**config.mk**
```make
export PLATFORM = sky130hd
export DESIGN_NAME = cmpc_top
export DESIGN_NICKNAME = d
export VERILOG_FILES = /design/src/hdl/cmpc_pkg.sv /design/src/hdl/cmpc_top.sv
export SDC_FILE = /design/constraint.sdc
export NUM_CORES = 1
export LEC_CHECK = 0
export BUFFER_PORTS_ARGS = -buffer_cell sky130_fd_sc_hd__buf_2
export CAP_MARGIN = 20
export CORE_UTILIZATION = 30
export DETAILED_ROUTE_END_ITERATION = 8
export PLACE_DENSITY_LB_ADDON = 0.2
export SLEW_MARGIN = 10
export SYNTH_ARGS = -nofsm -noshare
export SYNTH_HDL_FRONTEND = slang
export SYNTH_SLANG_ARGS = --single-unit
export TNS_END_PERCENT = 30
```
**constraint.sdc**
```tcl
create_clock -name i_clk -period 21.4 [get_ports i_clk]
set_clock_uncertainty 0.1 [all_clocks]
set_input_delay 2.14 -clock i_clk [delete_from_list [all_inputs] [get_ports i_clk]]
set_output_delay 2.14 -clock i_clk [all_outputs]
set_load 0.02 [all_outputs]
```
**src/hdl/cmpc_pkg.sv**
```systemverilog
// Package: register map, field layout, reset values and codes of the mute and power control
package cmpc_pkg;
  // ****************************************
  // Register addresses
  // ****************************************
  localparam logic [6:0] ADDR_GLOBAL = 7'h02;
  localparam logic [6:0] ADDR_CHANNEL = 7'h09;
  localparam logic [6:0] ADDR_POWER = 7'h0a;
  localparam logic [6:0] ADDR_OSR = 7'h0b;
  localparam logic [6:0] ADDR_ADC = 7'h0c;
  localparam logic [6:0] ADDR_SOFT_RESET = 7'h1f;
  // ****************************************
  // Field positions
  // ****************************************
  localparam int POS_GLOBAL_MUTE = 0;
  localparam int POS_GLOBAL_DAC_CHANNEL_DEEMPHASIS = 1;
  localparam int POS_GLOBAL_DAC_GLOBAL_POWERDOWN = 2;
  localparam int POS_CH_MUTE = 3;
  localparam int POS_CH_DAC_CHANNEL_DEEMPHASIS = 6;
  localparam int POS_ADC_DISABLE = 0;
  localparam int POS_DAC_DISABLE = 1;
  localparam int POS_REF_DAC_GLOBAL_POWERDOWN = 4;
  localparam int POS_MASTER = 5;
  localparam int POS_RATE = 6;
  localparam int POS_OSR = 8;
  localparam int POS_ADC_MUTE_R = 0;
  localparam int POS_ADC_MUTE_L = 1;
  localparam int POS_ADC_MUTE_BOTH = 2;
  localparam int POS_HPF_DISABLE = 3;
  // ****************************************
  // Reset values
  // ****************************************
  localparam logic [8:0] RST_GLOBAL = 9'h000;
  localparam logic [8:0] RST_CHANNEL = 9'h000;
  localparam logic [8:0] RST_POWER = 9'h080;
  localparam logic [8:0] RST_OSR = 9'h000;
  localparam logic [8:0] RST_ADC = 9'h000;
  // ****************************************
  // Master clock to frame sync ratios
  // ****************************************
  typedef enum logic [2:0] {
    RATE_128 = 3'h0,
    RATE_192 = 3'h1,
    RATE_256 = 3'h2,
    RATE_384 = 3'h3,
    RATE_512 = 3'h4,
    RATE_768 = 3'h5
  } cmpc_rate_type;
  localparam int RAMP_W = 8;
endpackage

```
**src/hdl/cmpc_top.sv**
```systemverilog
// Module: control registers and mute, de-emphasis, power and clock logic of the codec
`timescale 1ns/1ns
`default_nettype none
module cmpc_top #(
  parameter int CHANNELS = 3
) (
  input wire logic i_clk,
  input wire logic i_sys_rst,
  input wire logic i_wr_strobe,
  input wire logic [6:0] i_wr_addr,
  input wire logic [8:0] i_wr_data,
  input wire logic [CHANNELS-1:0] i_dac_path_zero,
  input wire logic [CHANNELS-1:0] i_dac_atten_zero,
  output logic [CHANNELS-1:0] o_dac_softmute,
  output logic [CHANNELS-1:0] o_dac_hardmute,
  output logic [CHANNELS*cmpc_pkg::RAMP_W-1:0] o_dac_gain,
  output logic [CHANNELS-1:0] o_dac_deemphasis,
  output logic [CHANNELS-1:0] o_dac_channel_disable,
  output logic o_dac_history_clear,
  output logic o_dac_filter_init,
  output logic o_adc_right_silence,
  output logic o_adc_left_silence,
  output logic o_adc_disable,
  output logic o_adc_filter_init,
  output logic o_adc_os64,
  output logic o_adc_highpass_on,
  output logic o_reference_powerdown,
  output logic o_frame_sync_clock,
  output logic o_frame_sync_clock_oe,
  output logic o_bit_clock,
  output logic o_bit_clock_oe,
  output logic o_soft_reset_hold,
  output logic [8:0] o_rd_data,
  input wire logic [6:0] i_rd_addr
);
  // ****************************************
  // Register file
  // ****************************************
  logic [8:0] reg_global;
  logic [8:0] reg_channel;
  logic [8:0] reg_power;
  logic [8:0] reg_osr;
  logic [8:0] reg_adc;
  logic soft_hold;
  // Write decode: the reset address never lands in a register of its own
  wire wr_reset = i_wr_strobe && (i_wr_addr == cmpc_pkg::ADDR_SOFT_RESET);
  wire wr_ok = i_wr_strobe && !wr_reset && !soft_hold;

  // Register writes; soft reset holds defaults through the next write of any address
  always_ff @(posedge i_clk) begin
    if (i_sys_rst || wr_reset) begin
      reg_global <= cmpc_pkg::RST_GLOBAL;
      reg_channel <= cmpc_pkg::RST_CHANNEL;
      reg_power <= cmpc_pkg::RST_POWER;
      reg_osr <= cmpc_pkg::RST_OSR;
      reg_adc <= cmpc_pkg::RST_ADC;
    end else if (wr_ok) begin
      if (i_wr_addr == cmpc_pkg::ADDR_GLOBAL) reg_global <= i_wr_data;
      if (i_wr_addr == cmpc_pkg::ADDR_CHANNEL) reg_channel <= i_wr_data;
      if (i_wr_addr == cmpc_pkg::ADDR_POWER) reg_power <= i_wr_data;
      if (i_wr_addr == cmpc_pkg::ADDR_OSR) reg_osr <= i_wr_data;
      if (i_wr_addr == cmpc_pkg::ADDR_ADC) reg_adc <= i_wr_data;
    end
  end

  // Hold flag: the releasing write itself is swallowed, registers stay at defaults
  always_ff @(posedge i_clk) begin
    if (i_sys_rst) begin
      soft_hold <= 1'b0;
    end else if (wr_reset) begin
      soft_hold <= 1'b1;
    end else if (i_wr_strobe) begin
      soft_hold <= 1'b0;
    end
  end
  assign o_soft_reset_hold = soft_hold;

  // Read mux, unmapped addresses read zero
  always_comb begin
    unique case (i_rd_addr)
      cmpc_pkg::ADDR_GLOBAL: o_rd_data = reg_global;
      cmpc_pkg::ADDR_CHANNEL: o_rd_data = reg_channel;
      cmpc_pkg::ADDR_POWER: o_rd_data = reg_power;
      cmpc_pkg::ADDR_OSR: o_rd_data = reg_osr;
      cmpc_pkg::ADDR_ADC: o_rd_data = reg_adc;
      default: o_rd_data = 9'h000;
    endcase
  end

  // ****************************************
  // Field decode
  // ****************************************
  // Fields named once so the logic and the checks read the same bits
  wire global_mute = reg_global[cmpc_pkg::POS_GLOBAL_MUTE];
  wire global_dac_channel_deemphasis = reg_global[cmpc_pkg::POS_GLOBAL_DAC_CHANNEL_DEEMPHASIS];
  wire dac_global_powerdown = reg_global[cmpc_pkg::POS_GLOBAL_DAC_GLOBAL_POWERDOWN];
  wire [2:0] ch_mute = reg_channel[cmpc_pkg::POS_CH_MUTE +: 3];
  wire [2:0] ch_dac_channel_deemphasis = reg_channel[cmpc_pkg::POS_CH_DAC_CHANNEL_DEEMPHASIS +: 3];
  wire [2:0] ch_disable = reg_power[cmpc_pkg::POS_DAC_DISABLE +: 3];
  wire adc_dis = reg_power[cmpc_pkg::POS_ADC_DISABLE];
  wire master_sel = reg_power[cmpc_pkg::POS_MASTER];
  wire [2:0] rate_code = reg_power[cmpc_pkg::POS_RATE +: 3];
  wire osr_bit = reg_osr[cmpc_pkg::POS_OSR];
  wire adc_both = reg_adc[cmpc_pkg::POS_ADC_MUTE_BOTH];

  // ADC mutes and filter controls
  assign o_adc_right_silence = reg_adc[cmpc_pkg::POS_ADC_MUTE_R] | adc_both;
  assign o_adc_left_silence = reg_adc[cmpc_pkg::POS_ADC_MUTE_L] | adc_both;
  assign o_adc_highpass_on = !reg_adc[cmpc_pkg::POS_HPF_DISABLE];
  assign o_adc_disable = adc_dis;
  assign o_reference_powerdown = reg_power[cmpc_pkg::POS_REF_DAC_GLOBAL_POWERDOWN];
  assign o_dac_history_clear = dac_global_powerdown;
  // 64fs only where a 96kHz rate exists
  assign o_adc_os64 = osr_bit && (rate_code == 3'h2 || rate_code == 3'h3);

  // Falling edges of the DAC global powerdown and ADC disable bits restart the filters
  logic dac_global_powerdown_q;
  logic adc_dis_q;
  always_ff @(posedge i_clk) begin
    if (i_sys_rst) begin
      dac_global_powerdown_q <= 1'b0;
      adc_dis_q <= 1'b0;
    end else begin
      dac_global_powerdown_q <= dac_global_powerdown;
      adc_dis_q <= adc_dis;
    end
  end
  assign o_dac_filter_init = dac_global_powerdown_q && !dac_global_powerdown;
  assign o_adc_filter_init = adc_dis_q && !adc_dis;

  // ****************************************
  // Per-channel mute, de-emphasis and disable
  // ****************************************
  // Soft ramp steps one per cycle; the filter scales its input by the gain
  for (genvar c = 0; c < CHANNELS; c++) begin : g_ch
    logic [cmpc_pkg::RAMP_W-1:0] gain;
    wire want_mute = ch_mute[c] | global_mute;
    wire hard = i_dac_path_zero[c] | i_dac_atten_zero[c] | dac_global_powerdown;
    always_ff @(posedge i_clk) begin
      if (i_sys_rst || hard) begin
        gain <= hard ? '0 : '1;
      end else if (want_mute && gain != '0) begin
        gain <= gain - 1'b1;
      end else if (!want_mute && gain != '1) begin
        gain <= gain + 1'b1;
      end
    end
    assign o_dac_gain[c*cmpc_pkg::RAMP_W +: cmpc_pkg::RAMP_W] = gain;
    assign o_dac_softmute[c] = want_mute;
    assign o_dac_hardmute[c] = hard;
    assign o_dac_deemphasis[c] = ch_dac_channel_deemphasis[c] | global_dac_channel_deemphasis;
    assign o_dac_channel_disable[c] = ch_disable[c] | dac_global_powerdown;
  end

  // ****************************************
  // Master mode clock generation
  // ****************************************
  // Half period of frame sync in master clocks; bit clock has 32 periods per frame
  logic [9:0] half_fs;
  always_comb begin
    unique case (rate_code)
      3'h0: half_fs = 10'd64;
      3'h1: half_fs = 10'd96;
      3'h2: half_fs = 10'd128;
      3'h3: half_fs = 10'd192;
      3'h4: half_fs = 10'd256;
      3'h5: half_fs = 10'd384;
      default: half_fs = 10'd128; // Reserved codes fall back to 256fs
    endcase
  end
  // Frame sync divider, held at zero in slave mode
  // Compare is >= so a switch to a shorter ratio never lets the counter wrap
  logic [9:0] div_cnt;
  logic fs_q;
  always_ff @(posedge i_clk) begin
    if (i_sys_rst || !master_sel) begin
      div_cnt <= 10'd0;
      fs_q <= 1'b0;
    end else if (div_cnt >= half_fs - 10'd1) begin
      div_cnt <= 10'd0;
      fs_q <= !fs_q;
    end else begin
      div_cnt <= div_cnt + 10'd1;
    end
  end
  // Bit clock phase from the frame counter, so both clocks stay aligned
  logic [9:0] bit_div;
  assign bit_div = half_fs >> 5;
  logic bclk_q;
  always_ff @(posedge i_clk) begin
    if (i_sys_rst || !master_sel) begin
      bclk_q <= 1'b0;
    end else begin
      bclk_q <= ((div_cnt / bit_div) % 10'd2) == 10'd1;
    end
  end
  assign o_frame_sync_clock = fs_q;
  assign o_bit_clock = bclk_q;
  assign o_frame_sync_clock_oe = master_sel;
  assign o_bit_clock_oe = master_sel;

  // ****************************************
  // Checks
  // ****************************************
  chk_hold_swallow: assert property (@(posedge i_clk) disable iff (i_sys_rst)
    wr_reset ##1 i_wr_strobe |=> reg_global == cmpc_pkg::RST_GLOBAL)
    else $error("write during soft reset hold changed a register");
  chk_dac_global_powerdown_gain: assert property (@(posedge i_clk) disable iff (i_sys_rst)
    dac_global_powerdown |=> o_dac_gain == '0)
    else $error("powerdown did not cut gain at once");
  chk_ramp_down: assert property (@(posedge i_clk) disable iff (i_sys_rst)
    global_mute && !dac_global_powerdown && $past(global_mute) && o_dac_gain[7:0] != 8'h00
    |=> o_dac_gain[7:0] == $past(o_dac_gain[7:0]) - 8'h01 || dac_global_powerdown
    || i_dac_path_zero[0] || i_dac_atten_zero[0])
    else $error("soft mute ramp not one step");
  chk_disable_ovr: assert property (@(posedge i_clk) disable iff (i_sys_rst)
    dac_global_powerdown |-> o_dac_channel_disable == '1)
    else $error("global powerdown did not disable all");
  chk_os_rate: assert property (@(posedge i_clk) disable iff (i_sys_rst)
    o_adc_os64 |-> rate_code inside {3'h2, 3'h3})
    else $error("64fs selected in wrong ratio");
  chk_filter_init: assert property (@(posedge i_clk) disable iff (i_sys_rst)
    $fell(dac_global_powerdown) |-> o_dac_filter_init)
    else $error("filters not reinitialised");
  chk_adc_init: assert property (@(posedge i_clk) disable iff (i_sys_rst)
    $fell(adc_dis) |-> o_adc_filter_init)
    else $error("ADC filters not reinitialised");
  chk_slave_quiet: assert property (@(posedge i_clk) disable iff (i_sys_rst)
    !master_sel |-> !o_frame_sync_clock_oe ##1 !o_frame_sync_clock)
    else $error("clock driven in slave mode");
  chk_adc_both: assert property (@(posedge i_clk) disable iff (i_sys_rst)
    adc_both |-> o_adc_left_silence && o_adc_right_silence)
    else $error("both mute missed a side");

  // Ramps in both directions and the abrupt cut
  chk_ramp_up: assert property (@(posedge i_clk) disable iff (i_sys_rst)
    !global_mute && !ch_mute[0] && !g_ch[0].hard && o_dac_gain[7:0] != 8'hff
    |=> o_dac_gain[7:0] == $past(o_dac_gain[7:0]) + 8'h01)
    else $error("soft unmute ramp not one step");
  chk_chan_mute: assert property (@(posedge i_clk) disable iff (i_sys_rst)
    ch_mute[1] && !g_ch[1].hard && o_dac_gain[15:8] != 8'h00
    |=> o_dac_gain[15:8] < $past(o_dac_gain[15:8]))
    else $error("channel mute did not lower the gain");
  chk_path_cut: assert property (@(posedge i_clk) disable iff (i_sys_rst)
    i_dac_path_zero[0] || i_dac_atten_zero[0] |=> o_dac_gain[7:0] == 8'h00)
    else $error("path or attenuation zero did not cut at once");

  // Powerdown keeps settings; register reset loads defaults
  chk_regs_kept: assert property (@(posedge i_clk) disable iff (i_sys_rst)
    $rose(dac_global_powerdown) |-> $stable(reg_channel) && $stable(reg_power) && $stable(reg_adc))
    else $error("powerdown changed a control register");
  chk_soft_defaults: assert property (@(posedge i_clk) disable iff (i_sys_rst)
    wr_reset |=> soft_hold && reg_power == cmpc_pkg::RST_POWER && reg_channel == 9'h000)
    else $error("register reset left a value or no hold");
  chk_adc_low: assert property (@(posedge i_clk) disable iff (i_sys_rst)
    adc_dis |-> o_adc_disable && !o_adc_filter_init)
    else $error("ADC disable not applied");
  chk_ref_dac_global_powerdown: assert property (@(posedge i_clk) disable iff (i_sys_rst)
    reg_power[cmpc_pkg::POS_REF_DAC_GLOBAL_POWERDOWN] |-> o_reference_powerdown)
    else $error("reference powerdown not applied");

  // Filter options
  chk_dac_channel_deemphasis_all: assert property (@(posedge i_clk) disable iff (i_sys_rst)
    global_dac_channel_deemphasis |-> o_dac_deemphasis == '1)
    else $error("global de-emphasis missed a channel");
  chk_hpf_bypass: assert property (@(posedge i_clk) disable iff (i_sys_rst)
    reg_adc[cmpc_pkg::POS_HPF_DISABLE] |-> !o_adc_highpass_on)
    else $error("highpass not bypassed");

  // Frame sync toggles only at the divider end, bit clock quiet in slave mode
  chk_fs_toggle: assert property (@(posedge i_clk) disable iff (i_sys_rst)
    $past(master_sel) && $changed(o_frame_sync_clock)
    |-> $past(div_cnt) >= $past(half_fs) - 10'd1)
    else $error("frame sync toggled mid frame");
  chk_bclk_slave: assert property (@(posedge i_clk) disable iff (i_sys_rst)
    !master_sel |=> !o_bit_clock)
    else $error("bit clock runs in slave mode");

  // ****************************************
  // Coverage
  // ****************************************
  // Main scenarios the bench must reach
  cov_soft_reset: cover property (@(posedge i_clk) wr_reset ##1 i_wr_strobe);
  cov_master: cover property (@(posedge i_clk) master_sel && $rose(o_frame_sync_clock));
  cov_muted: cover property (@(posedge i_clk) global_mute && o_dac_gain[7:0] == 8'h00);
  cov_dac_global_powerdown_release: cover property (@(posedge i_clk) $fell(dac_global_powerdown));
  cov_os64: cover property (@(posedge i_clk) o_adc_os64 && master_sel);
endmodule
`default_nettype wire

```
After elaboration in Yosys (flattened, before gate mapping)
Index checks and enable logic that the tools add are counted.
- register bits after elaboration: 84
- output and inout port bits: 59
- bits of input ports: 32
- word-level logic and storage cells: 118
- magnitude comparators: 1
- add/sub/neg operators: 8
- equality and inequality tests: 19
- div/mod/pow operators: 1
- bitwise operators: 17
- multiplexer cells: 16
- reduce and logical (&&, ||, !) cells: 42
- operators with widths (cell ; count):
    8-bit two-way mux ; 12
    9-bit one-hot mux with 5 select lines ; 2
    7-bit by 4-bit == test with 1-bit output (second input constant) ; 8
    8-bit by 1-bit adder with 8-bit output (second input constant) ; 3
    8-bit != test (second input constant) ; 3
    8-bit nonzero test ; 3
    8-bit by 1-bit subtractor with 8-bit output (second input constant) ; 3
    1-bit OR ; 17
    7-bit by 2-bit == test with 1-bit output (second input constant) ; 2
    1-bit logical AND ; 12
    10-bit by 1-bit adder with 10-bit output (second input constant) ; 1
    10-bit by 5-bit divider with 10-bit output ; 1
    10-bit greater-or-equal comparator ; 1
    1-bit zero test ; 10
    2-bit AND reduction ; 5
    10-bit by 1-bit subtractor with 10-bit output (second input constant) ; 1
    3-bit nonzero test ; 3
    7-bit by 5-bit == test with 1-bit output (second input constant) ; 1
    3-bit by 2-bit == test with 1-bit output (second input constant) ; 2
    3-bit == test (second input constant) ; 2
    1-bit logical OR ; 6
    3-bit by 1-bit == test with 1-bit output (second input constant) ; 1
    3-bit zero test ; 1
    1-bit two-way mux ; 2
    2 further kinds ; 2

Logic depth before layout (Yosys ltp)
Gate-level depths: netlist of run 1.
- depth after elaboration: 6
- mapped depth: 62
- gate-level depth less buffers: 62

Least setup slack after synthesis of run 1
Ideal clock, no wire load.
- kind: reg2reg
- start: reg reg_power[7]
- end: reg bclk_q, in the netlist o_bit_clock
- stages on the path, launching flop included: 62
- path buffers: 0
- data arrival time: 12.889 ns
- path slack: 8.273 ns
- setup time: 0.137 ns
- data required time: 21.163 ns
- clock period less this slack: 13.127 ns
- cell sequence: dfxtp_1 nor2_1 nand2_1 ha_1 or4b_1 a21oi_2 nor2_1 ha_1 nor2_1 a211oi_1 a311o_1 nand2_1 ha_1 o211ai_1 a21boi_1 or2_2 mux2i_1 inv_1 (+26 left out) nand2_1 a21oi_4 mux2i_1 ha_1 o21a_1 o21ai_0 nand2b_1 a21oi_1 o2111ai_1 nor2_4 mux2i_1 ha_1 a21o_1 a21o_1 a211oi_1 o211ai_1 a31oi_1 a41oi_1
- longest elaborated chain between the ends: 3
- elaborated cells on any way between the ends: 7
- those cells by class: div: 1; eq/ne: 4; mux: 1; reduce/logical: 1
- RTL lines (item ; RTL line ; RTL):
    from (decl) ; cmpc_top.sv:41 ; logic [8:0] reg_power;
    from (signal assigned) ; cmpc_top.sv:54 ; reg_power <= cmpc_pkg::RST_POWER;
    from (signal assigned) ; cmpc_top.sv:60 ; if (i_wr_addr == cmpc_pkg::ADDR_POWER) reg_power <= i_wr_data;
    3-bit == test, or another cell as far along ; cmpc_top.sv:161 ; unique case (rate_code)
    9-bit one-hot mux with 5 select lines * ; cmpc_top.sv:161 ;
    10-bit by 5-bit divider with 10-bit output * ; cmpc_top.sv:194 ; bclk_q <= ((div_cnt / bit_div) % 10'd2) == 10'd1;
    to (signal assigned) ; cmpc_top.sv:192 ; bclk_q <= 1'b0;
    to (signal assigned) ; cmpc_top.sv:194 ;
    to (decl) ; cmpc_top.sv:189 ; logic bclk_q;
Mark *: on every way between the ends. The rest lies on a longest branch, timed or not.
A chain may end at the register's enable or synchronous reset.

Worst setup path after layout of run 1
Ends and elaborated chain as after synthesis.

==> results.json, run 1 <==
{
  "post_synth_main_area_contributors": "sky130_fd_sc_hd__dfxtp_1, sky130_fd_sc_hd__ha_1, sky130_fd_sc_hd__edfxtp_1",
  "cp-startpoint": "reg_power[7]",
  "ys_dominant_reg_cell": "sky130_fd_sc_hd__dfxtp_1",
  "vdd.ir_drop.worst_v": 0.0000382,
  "worst_skew_pair.late_latency_ps": 350,
  "setup-tns-final_ps": 0,
  "layout-drive-gt1-share_pct": 19.3,
  "slew_at_the_pin_with_the_worst_max_slew_slack_ps": 829,
  "total_leakage_power_nw": 3.51,
  "root_buffer": "sky130_fd_sc_hd__clkbuf_16",
  "drt_first_pass_iters": 6,
  "antenna_found_initial": 0,
  "critical_path_fanout_max": 10,
  "cts_tree": "built",
  "synth_instances": 750,
  "layout_worst_path_cycle_share_pct": 69.3,
  "dr_total_vias": 5640,
  "core-area_sq_um": 21200,
  "grt_use_total_pct": 15.3,
  "postCtsHoldBufs": 0,
  "clock_sinks": 84,
  "worst_setup_path_start_kind": "flip-flop",
  "syn_to_final_growth_pct": 15.6,
  "maxCapViolCount": 0,
  "timing.critical_path.arrival_ps": 14940,
  "r2r_cells": 61,
  "ys_warn_count": 0,
  "final_nets": 925,
  "post_drt_wl_per_cell_microns": 15.0,
  "die_h_microns": 149,
  "rr_endpoint": "o_bit_clock",
  "async_reset_ff_share_pct": 0,
  "std_cell_rows": 53,
  "final_number_of_max_transition_violations": 0,
  "syn_area_sq_um": 6490,
  "initial_utilization_pct": 30.7,
  "cts_inserted_buffers": 9,
  "finalSetupViolations": 0,
  "path_common_cell": "sky130_fd_sc_hd__ha_1",
  "timing.setup.critical_path_class": "reg2reg",
  "timing.fmax_mhz": 67.5,
  "status": "complete, no violations",
  "worstHoldPathType": "reg2reg",
  "synth_nets": 845,
  "globalRoute.totalOverflow": 0,
  "detailed_router_s_first_iteration_violation_count": 332,
  "critical_path_capture_point": "o_bit_clock",
  "setup_repair_after_global_routing_missed_its_margin": "no",
  "yosys.cell_types.count": 79,
  "globalplace.congestion": 0.810,
  "global_route_wire_length_before_repair_microns": 27200,
  "critical_path_end_type": "flip-flop",
  "die_width_microns": 149,
  "hpwl_microns": 12500,
  "power-per-cell-area_nw_per_um2": 46.4,
  "number_of_synthesized_register_bits": 84,
  "critPathMaxStageDelay_ps": 550,
  "worst_hold_path.num_cells": 2,
  "antenna-diode-count": 0,
  "post_synth.cell_area_avg_sq_um": 8.66,
  "post-route-min-period_ps": 14820,
  "yosys.area.top_type": "sky130_fd_sc_hd__dfxtp_1",
  "routed_wl_microns": 16600,
  "drtAntennaViolNets": 0,
  "detail_route.drc_violations": 0,
  "drt-vias-per-instance": 5.08,
  "first_global_vias": 5244,
  "io_pins": 91,
  "clk_pin_slew_ps": 70,
  "area_share_of_the_leading_cell_type_in_the_synthesized_netlist_pct": 18.5,
  "finalHoldViolations": 0,
  "worstReg2RegStart": "reg_power[7]",
  "cts_resized": 0,
  "setup_slack_of_the_worst_register_to_register_path_ps": 6580,
  "number_of_enable_type_register_cells_in_the_synthesized_netlist": 24,
  "grt_start_max_net_pins": 31,
  "synth_seq_area_share_pct": 29.6,
  "ctsLongestPathBuffers": 2,
  "crit_slowest_cell": "sky130_fd_sc_hd__a21boi_1",
  "critPathRequiredTime_ps": 21520,
  "whs_ps": 351,
  "slew_headroom_pct": 44.5,
  "cts_post_setup_buffers_inserted": 0,
  "design.die.area_sq_um": 22200,
  "htreeDepth": 3,
  "count_of_input_and_output_buffers": 90
}
==> worst min-delay path by stage <==
stage	to	startpoint
4_1_cts	reg_global[4]	reg_global[4]
6_report	reg_global[4]	reg_global[4]
5_1_grt	reg_global[5]	reg_global[5]
3_5_place_dp	reg_global[4]	reg_global[4]
2_1_floorplan	div_cnt[0]	div_cnt[0]
3_3_place_gp	reg_global[8]	reg_global[8]
==> layout by cell type, fill, tap and decap left out, types with 4 or more instances in the layout <==
| master | netlist | layout |
|---|---|---|
| sky130_fd_sc_hd__a21o_1 | 12 | 12 |
| sky130_fd_sc_hd__nor3_1 | 23 | 22 |
| sky130_fd_sc_hd__nand2_1 | 57 | 57 |
| sky130_fd_sc_hd__o21ai_0 | 14 | 14 |
| sky130_fd_sc_hd__clkbuf_16 | 0 | 9 |
| sky130_fd_sc_hd__nand3_1 | 13 | 13 |
| sky130_fd_sc_hd__edfxtp_1 | 24 | 24 |
| sky130_fd_sc_hd__a222oi_1 | 9 | 9 |
| sky130_fd_sc_hd__nand2b_1 | 9 | 9 |
| sky130_fd_sc_hd__o211ai_1 | 5 | 5 |
| sky130_fd_sc_hd__nor4_1 | 8 | 8 |
| sky130_fd_sc_hd__or2_2 | 12 | 12 |
| sky130_fd_sc_hd__o21bai_1 | 10 | 10 |
| sky130_fd_sc_hd__nor2_1 | 94 | 94 |
| sky130_fd_sc_hd__mux2_2 | 5 | 5 |
| sky130_fd_sc_hd__mux2_4 | 4 | 4 |
| sky130_fd_sc_hd__ha_1 | 60 | 60 |
| sky130_fd_sc_hd__a21oi_1 | 65 | 65 |
| sky130_fd_sc_hd__xor2_1 | 14 | 14 |
| sky130_fd_sc_hd__dfxtp_1 | 60 | 60 |
| sky130_fd_sc_hd__o21a_1 | 12 | 12 |
| sky130_fd_sc_hd__a22oi_1 | 9 | 9 |
| sky130_fd_sc_hd__nand4_1 | 12 | 12 |
| sky130_fd_sc_hd__xnor2_1 | 23 | 23 |
| sky130_fd_sc_hd__buf_2 | 1 | 90 |
| sky130_fd_sc_hd__inv_1 | 43 | 43 |
| sky130_fd_sc_hd__buf_4 | 7 | 7 |
| sky130_fd_sc_hd__nor2b_1 | 6 | 6 |
| sky130_fd_sc_hd__a211oi_1 | 4 | 4 |
| sky130_fd_sc_hd__mux2i_1 | 48 | 48 |
==> synth_stat cells (2+ instances only) <==
library cell,number
sky130_fd_sc_hd__a22oi_1,9
sky130_fd_sc_hd__nand4_1,12
sky130_fd_sc_hd__dfxtp_1,60
sky130_fd_sc_hd__a222oi_1,9
sky130_fd_sc_hd__clkbuf_1,19
sky130_fd_sc_hd__a21oi_1,65
sky130_fd_sc_hd__edfxtp_1,24
sky130_fd_sc_hd__buf_4,7
sky130_fd_sc_hd__a211oi_1,4
sky130_fd_sc_hd__ha_1,60
sky130_fd_sc_hd__xnor2_1,23
sky130_fd_sc_hd__nand4b_1,3
sky130_fd_sc_hd__or2_2,12
sky130_fd_sc_hd__nor3_1,23
sky130_fd_sc_hd__nand2b_1,9
sky130_fd_sc_hd__nor4b_1,3
sky130_fd_sc_hd__nor2b_1,6
sky130_fd_sc_hd__o21ai_1,2
sky130_fd_sc_hd__inv_1,43
sky130_fd_sc_hd__mux2i_1,48
sky130_fd_sc_hd__o211a_4,2
sky130_fd_sc_hd__a21o_1,12
sky130_fd_sc_hd__xor2_1,14
sky130_fd_sc_hd__fa_1,3
sky130_fd_sc_hd__or3_1,3
sky130_fd_sc_hd__nor3_4,2
sky130_fd_sc_hd__nand3_1,13
sky130_fd_sc_hd__o21bai_1,10
sky130_fd_sc_hd__o21ai_2,2
sky130_fd_sc_hd__nand2_1,57
sky130_fd_sc_hd__mux2_4,4
sky130_fd_sc_hd__o211ai_1,5
sky130_fd_sc_hd__o21ai_0,14
sky130_fd_sc_hd__a31oi_1,3
sky130_fd_sc_hd__nor2_1,94
sky130_fd_sc_hd__o21a_1,12
sky130_fd_sc_hd__clkinv_1,3
sky130_fd_sc_hd__mux2_2,5
sky130_fd_sc_hd__o31ai_1,3
sky130_fd_sc_hd__a21oi_2,2
sky130_fd_sc_hd__nor4_1,8
==> registers in the layout, summed over array words and instances (netlist names) <==
signal / count
adc_dis_q: 1
dac_global_powerdown_q: 1
div_cnt: 10
g_ch.gain: 24
o_bit_clock: 1
o_frame_sync_clock: 1
o_soft_reset_hold: 1
reg_adc: 9
reg_channel: 9
reg_global: 9
reg_osr: 9
reg_power: 9
==> stage by stage <==
stage	total power, mW	std cells	util [%]	cell area, sq um	setup slack (ps)
final	0.349	1110	35.5	7510	6580
after global routing	0.363	1110	35.5	7510	5390
after CTS	0.353	1108	35.4	7490	6490
after detailed placement	0.206	1092	34.1	7210	6530
after global placement	0.206	1091	34.1	7210	6880
after floorplan	0.194	750	-	6490	8270
==> area by class of cell <==
cell class,count,area [sq um]
Fill cell,2181,13600
Inverter,47,176
Sequential cell,84,1920
Clock buffer,12,250
Tap cell,275,344
Multi-Input combinational cell,590,4280
Timing Repair Buffer,98,514
Clock inverter,4,26.3
==> cells by family (layout without fill, tap and decap cells) <==
| group | Yosys count | after routing | synth area share (%) |
|---|---|---|---|
| xor gates and xnor gates | 37 | 37 | 4.99 |
| muxes | 58 | 58 | 9.54 |
| buffers and inverters | 76 | 161 | 4.91 |
| and+or+nand+nor | 254 | 254 | 19.1 |
| DFF | 84 | 84 | 29.6 |
| AOI/OAI and AO/OA | 178 | 178 | 19.4 |
| adders and majority gates | 63 | 63 | 12.5 |
==> layer usage <==
| metal | track usage, % | wire length [microns] |
|---|---|---|
| met1 | 21.8 | 8510 |
| met2 | 23.8 | 7250 |
| met3 | 2.94 | 712 |
| met4 | 3.21 | 123 |
| met5 | 0 | 0 |
==> worst max-delay path: cells and delay by family, from the launching register on <==
family,cells,cell delay [ps]
mux,6,1660
buf+inv,2,150
flops,1,390
compound gates,29,6210
fa+ha+maj,9,2850
simple gates,15,3310
==> power breakdown <==
group | internal, mW | total, mW | leakage (nW) | switching [mW]
Clock | 0.0829 | 0.147 | 0.136 | 0.0636
Sequential | 0.166 | 0.169 | 0.768 | 0.00326
Combinational | 0.0130 | 0.0329 | 2.61 | 0.0200
Total | 0.262 | 0.349 | 3.51 | 0.0868
No activity file was read; power rests on OpenSTA's default activity.
==> inputs of run 2 (changes only) <==
==> constraint.sdc (replaced) <==
create_clock -name i_clk -period 15.5 [get_ports i_clk]
set_clock_uncertainty 0.1 [all_clocks]
set_input_delay 1.55 -clock i_clk [delete_from_list [all_inputs] [get_ports i_clk]]
set_output_delay 1.55 -clock i_clk [all_outputs]
set_load 0.02 [all_outputs]
==> results.json, run 2 (same netlist as run 1, synthesis figures left out) <==
{
  "final_number_of_max_transition_violations": 0,
  "setup_repair_after_global_routing_missed_its_margin": "no",
  "power-per-cell-area_nw_per_um2": 66.4,
  "global_route_wire_length_before_repair_microns": 27200,
  "dr_total_vias": 5617,
  "crit_slowest_cell": "sky130_fd_sc_hd__or4b_1",
  "vdd.ir_drop.worst_v": 0.0000497,
  "die_h_microns": 149,
  "cts_tree": "built",
  "layout.core_utilization_pct": 35.7,
  "slew_at_the_pin_with_the_worst_max_slew_slack_ps": 1130,
  "largest_registers": "g_ch.gain x24, div_cnt x10",
  "hpwl_microns": 12500,
  "grt_most_used_layer": "met2",
  "finalSetupViolations": 0,
  "gr-usage-met3_pct": 2.54,
  "fillerInstances": 2237,
  "postCtsHoldBufs": 0,
  "antenna_found_initial": 0,
  "path_common_cell": "sky130_fd_sc_hd__ha_1",
  "globalplace.congestion": 0.811,
  "setup-tns-final_ps": 0,
  "timing.setup.critical_path_class": "reg2reg",
  "first_global_vias": 5294,
  "std_cell_rows": 53,
  "syn_to_final_growth_pct": 16.2,
  "htreeDepth": 3,
  "regMostFlops": "g_ch.gain",
  "cts_post_setup_buffers_inserted": 0,
  "status": "complete, no violations",
  "slew_headroom_pct": 24.3,
  "io_pins": 91,
  "critPathRequiredTime_ps": 15610,
  "cts_inserted_buffers": 9,
  "postLayoutCellArea_sq_um": 7540,
  "global_route.usage.met2_pct": 24.3,
  "layout_worst_path_cycle_share_pct": 92.2,
  "groute.layer.met1.usage_pct": 21.7,
  "count_of_input_and_output_buffers": 90,
  "critical_path_end_type": "flip-flop",
  "design_power_total_mw": 0.501,
  "detailed_router_s_first_iteration_violation_count": 330,
  "critPathMaxStageDelay_ps": 530,
  "drt-vias-per-instance": 5.07,
  "crit_family": "compound AO/OA/AOI/OAI gates",
  "clock_sinks": 84,
  "timing.critical_path.arrival_ps": 14400,
  "die_width_microns": 149,
  "ctsLongestPathBuffers": 2,
  "final-instance-count-excl-fill": 1108,
  "grt_use_total_pct": 15.3,
  "final_nets": 923,
  "most-common-layout-cells": "sky130_fd_sc_hd__nor2_1, sky130_fd_sc_hd__buf_2, sky130_fd_sc_hd__a21oi_1",
  "design.die.area_sq_um": 22200,
  "worstHoldPathType": "reg2reg",
  "maxCapViolCount": 0,
  "worst_setup_path_start_kind": "flip-flop",
  "routed_wl_microns": 16400,
  "antenna-diode-count": 0,
  "drtAntennaViolNets": 0,
  "detailed_place.area_sq_um": 7210,
  "grt_start_max_net_pins": 31,
  "numPlacedInstances": 1092,
  "post-route-min-period_ps": 14290,
  "post_drt_wl_per_cell_microns": 14.8,
  "initial_utilization_pct": 30.7,
  "timing.fmax_mhz": 70.0,
  "worstPathBufferInverterCount": 2,
  "finalHoldViolations": 0,
  "root_buffer": "sky130_fd_sc_hd__clkbuf_16",
  "total_leakage_power_nw": 3.53,
  "critical_path_fanout_max": 10,
  "core-area_sq_um": 21200,
  "worst_skew_pair.late_latency_ps": 340,
  "drt_first_pass_iters": 5,
  "detail_route.drc_violations": 0,
  "layout-drive-gt1-share_pct": 19.4,
  "clk_pin_slew_ps": 70,
  "layout.cells.most_common": "sky130_fd_sc_hd__nor2_1",
  "largest_register_ff_count": 24,
  "globalRoute.totalOverflow": 0
}
run 2: worst paths after layout:
check                              startpoint       endpoint  slack [ps]  depth (start not counted)
worst max-delay path             reg_power[7]    o_bit_clock        1210                         61
worst min-delay path            reg_global[8]  reg_global[8]         350                          2
worst min register to register  reg_global[8]  reg_global[8]         350                          2
worst max register to register   reg_power[7]    o_bit_clock        1210                         61
run 2: area by class of cell:
| type | count | area (sq um) | area share (%) |
|---|---|---|---|
| Sequential cell | 84 | 1920 | 25.5 |
| Tap cell | 275 | 344 | 4.56 |
| Clock inverter | 3 | 43.8 | 0.580 |
| Inverter | 47 | 176 | 2.34 |
| Multi-Input combinational cell | 590 | 4300 | 57.0 |
| Timing Repair Buffer | 96 | 495 | 6.57 |
| Clock buffer | 13 | 265 | 3.52 |
run 2: what timing repair did:
item                       4_1_cts  5_1_grt
setup endpoints to repair        0        1
hold endpoints to repair         0        0
gates resized for setup          0        5
run 2: power breakdown:
| part | internal (mW) | switching [mW] | leakage (nW) |
|---|---|---|---|
| Combinational | 0.0178 | 0.0275 | 2.61 |
| Clock | 0.137 | 0.0853 | 0.149 |
| Sequential | 0.229 | 0.00454 | 0.768 |
| Total | 0.384 | 0.117 | 3.53 |
run 2: worst reg2reg max path, delay by kind of cell, from the launching register on:
kind | cells | cell delay, ps
DFF | 1 | 400
buffers and inverters | 2 | 150
muxes | 6 | 1610
AOI/OAI and AO/OA | 29 | 5890
adders and majority gates | 9 | 2770
and+or+nand+nor | 15 | 3260
run 2: stage by stage:
| step | setup WS, ps | hold slack (ps) |
|---|---|---|
| 6_report | 1210 | 352 |
| 5_1_grt | 120 | 368 |
| 4_1_cts | 582 | 352 |
| 3_5_place_dp | 652 | 346 |
| 3_3_place_gp | 980 | 339 |
| 2_1_floorplan | 2370 | 330 |
run 2: routing by layer:
metal / up-vias / wire, microns
li1: 2871 / -
met3: 10 / 598
met1: 2642 / 8320
met2: 94 / 7330
met4: 0 / 131
met5: - / 0
==> inputs of run 3 (changes only) <==
--- a/config.mk
+++ b/config.mk
@@ -7,6 +7,7 @@
 export LEC_CHECK = 0
 export BUFFER_PORTS_ARGS = -buffer_cell sky130_fd_sc_hd__buf_2
 export CAP_MARGIN = 20
+export CORE_MARGIN = 3
 export CORE_UTILIZATION = 30
 export DETAILED_ROUTE_END_ITERATION = 8
 export PLACE_DENSITY_LB_ADDON = 0.2
==> constraint.sdc (replaced) <==
create_clock -name i_clk -period 15.5 [get_ports i_clk]
set_clock_uncertainty 0.1 [all_clocks]
set_input_delay 1.55 -clock i_clk [delete_from_list [all_inputs] [get_ports i_clk]]
set_output_delay 1.55 -clock i_clk [all_outputs]
set_load 0.005 [all_outputs]
==> results.json, run 3 (same netlist as run 1, synthesis figures left out) <==
{
  "die_h_microns": 153,
  "gr-usage-met3_pct": 2.86,
  "final_number_of_max_transition_violations": 0,
  "detail_route.drc_violations": 0,
  "timing.fmax_mhz": 70.6,
  "critPathMaxStageDelay_ps": 530,
  "cts_inserted_buffers": 9,
  "layout.core_utilization_pct": 35.6,
  "worstHoldPathType": "reg2reg",
  "p_comb_share_pct": 8.2,
  "htreeDepth": 3,
  "global_route.usage.met2_pct": 22.7,
  "grt_use_total_pct": 14.5,
  "first_global_vias": 5554,
  "critPathRequiredTime_ps": 15620,
  "groute.layer.met1.usage_pct": 20.6,
  "post-route-min-period_ps": 14170,
  "globalRoute.totalOverflow": 0,
  "total_leakage_power_nw": 3.53,
  "routed_wl_microns": 16600,
  "crit_slowest_cell": "sky130_fd_sc_hd__or4b_1",
  "most-common-layout-cells": "sky130_fd_sc_hd__nor2_1, sky130_fd_sc_hd__buf_2, sky130_fd_sc_hd__a21oi_1",
  "finalSetupViolations": 0,
  "status": "complete, no violations",
  "clockPowerShare_pct": 44.4,
  "root_buffer": "sky130_fd_sc_hd__clkbuf_16",
  "power.switching_fraction_pct": 22.8,
  "clock_sinks": 84,
  "design.die.area_sq_um": 23500,
  "global_route_wire_length_before_repair_microns": 28300,
  "slew_headroom_pct": 43.7,
  "layout_worst_path_cycle_share_pct": 91.4,
  "power-per-cell-area_nw_per_um2": 65.5,
  "drtAntennaViolNets": 0,
  "io_pins": 91,
  "path_common_cell": "sky130_fd_sc_hd__ha_1",
  "power.sequential.fraction_pct": 47.4,
  "std_cell_rows": 53,
  "internal_power_mw": 0.381,
  "post_drt_wl_per_cell_microns": 15.0,
  "worst_skew_pair.late_latency_ps": 350,
  "drt-vias-per-instance": 5.07,
  "drt_first_pass_iters": 5,
  "dr_total_vias": 5628,
  "detailed_router_s_first_iteration_violation_count": 243,
  "slew_at_the_pin_with_the_worst_max_slew_slack_ps": 840,
  "layout-drive-gt1-share_pct": 19.4,
  "globalplace.congestion": 0.820,
  "clk_pin_slew_ps": 70,
  "timing.final.ws_setup_ps": 1330,
  "layout.cells.most_common": "sky130_fd_sc_hd__nor2_1",
  "final_nets": 926,
  "critical_path_end_type": "flip-flop",
  "setup_repair_after_global_routing_missed_its_margin": "no",
  "die_width_microns": 153,
  "hpwl_microns": 12700,
  "antenna-diode-count": 0,
  "antenna_found_initial": 1,
  "worst_setup_path_start_kind": "flip-flop",
  "ctsLongestPathBuffers": 2,
  "initial_utilization_pct": 30.7,
  "timing.critical_path.arrival_ps": 14290,
  "critical_path_fanout_max": 10,
  "timing.setup.critical_path_class": "reg2reg",
  "syn_to_final_growth_pct": 16.0,
  "r2r_cells": 62,
  "cts_tree": "built",
  "vdd.ir_drop.worst_v": 0.0000551,
  "p_switching_mw": 0.112,
  "design_power_total_mw": 0.494,
  "largest_register_ff_count": 24,
  "finalHoldViolations": 0,
  "worst_hold_path.num_cells": 2,
  "place_worst_setup_slack_ps": 835,
  "setup-tns-final_ps": 0,
  "grt_start_max_net_pins": 34,
  "largest_registers": "g_ch.gain x24, div_cnt x10",
  "grt_most_used_layer": "met2",
  "regMostFlops": "g_ch.gain",
  "cts_post_setup_buffers_inserted": 0,
  "maxCapViolCount": 0,
  "core-area_sq_um": 21200,
  "count_of_input_and_output_buffers": 90
}
-- run 3: worst paths after layout --
kind	start	to	slack (ps)
worst max register to register	reg_power[7]	o_bit_clock	1330
worst min-delay path	reg_global[5]	reg_global[5]	350
worst max-delay path	reg_power[7]	o_bit_clock	1330
worst min register to register	reg_global[5]	reg_global[5]	350
-- run 3: critical path, delay by kind of cell, from the launching register on --
family                   cells  cell delay, ps
multiplexers                 6            1640
AO/OA/AOI/OAI               29            5630
AND/OR/NAND/NOR             15            3190
flip-flops                   1             390
buffers and inverters        3             320
adder cells (fa/ha/maj)      9            2790
-- run 3: cell type report --
class,instances,area (sq um)
multi-input cells,590,4280
inverters,47,176
well taps,275,344
flip-flops and latches,84,1920
fillers,2219,13600
clock buffers,13,263
repair buffers,99,515
clock inverters,2,35.0
-- run 3: through the flow --
stage          cells  hold slack [ps]  area, sq um
4_1_cts         1108              352         7510
3_3_place_gp    1093              338         7220
6_report        1110              350         7540
3_5_place_dp    1093              344         7220
5_1_grt         1110              368         7540
2_1_floorplan    750              330         6490
-- run 3: power by group through the flow --
stage	sequential [mW]	combinational, mW	clock (mW)
after CTS	0.234	0.0410	0.227
after global placement	0.239	0.0405	0
after detailed placement	0.239	0.0408	0
after global routing	0.235	0.0459	0.235
after floorplan	0.238	0.0252	0
final	0.234	0.0406	0.219
-- run 3: timing repair --
item,CTS,global route
gates resized for setup,0,3
hold buffers,0,0
setup endpoints to repair,0,1
-- run 3: metal layers --
metal / share of wire, % / wire length, microns
met4: 0.61 / 102
met1: 51 / 8540
met5: 0.078 / 13
met2: 44 / 7400
met3: 3.5 / 590
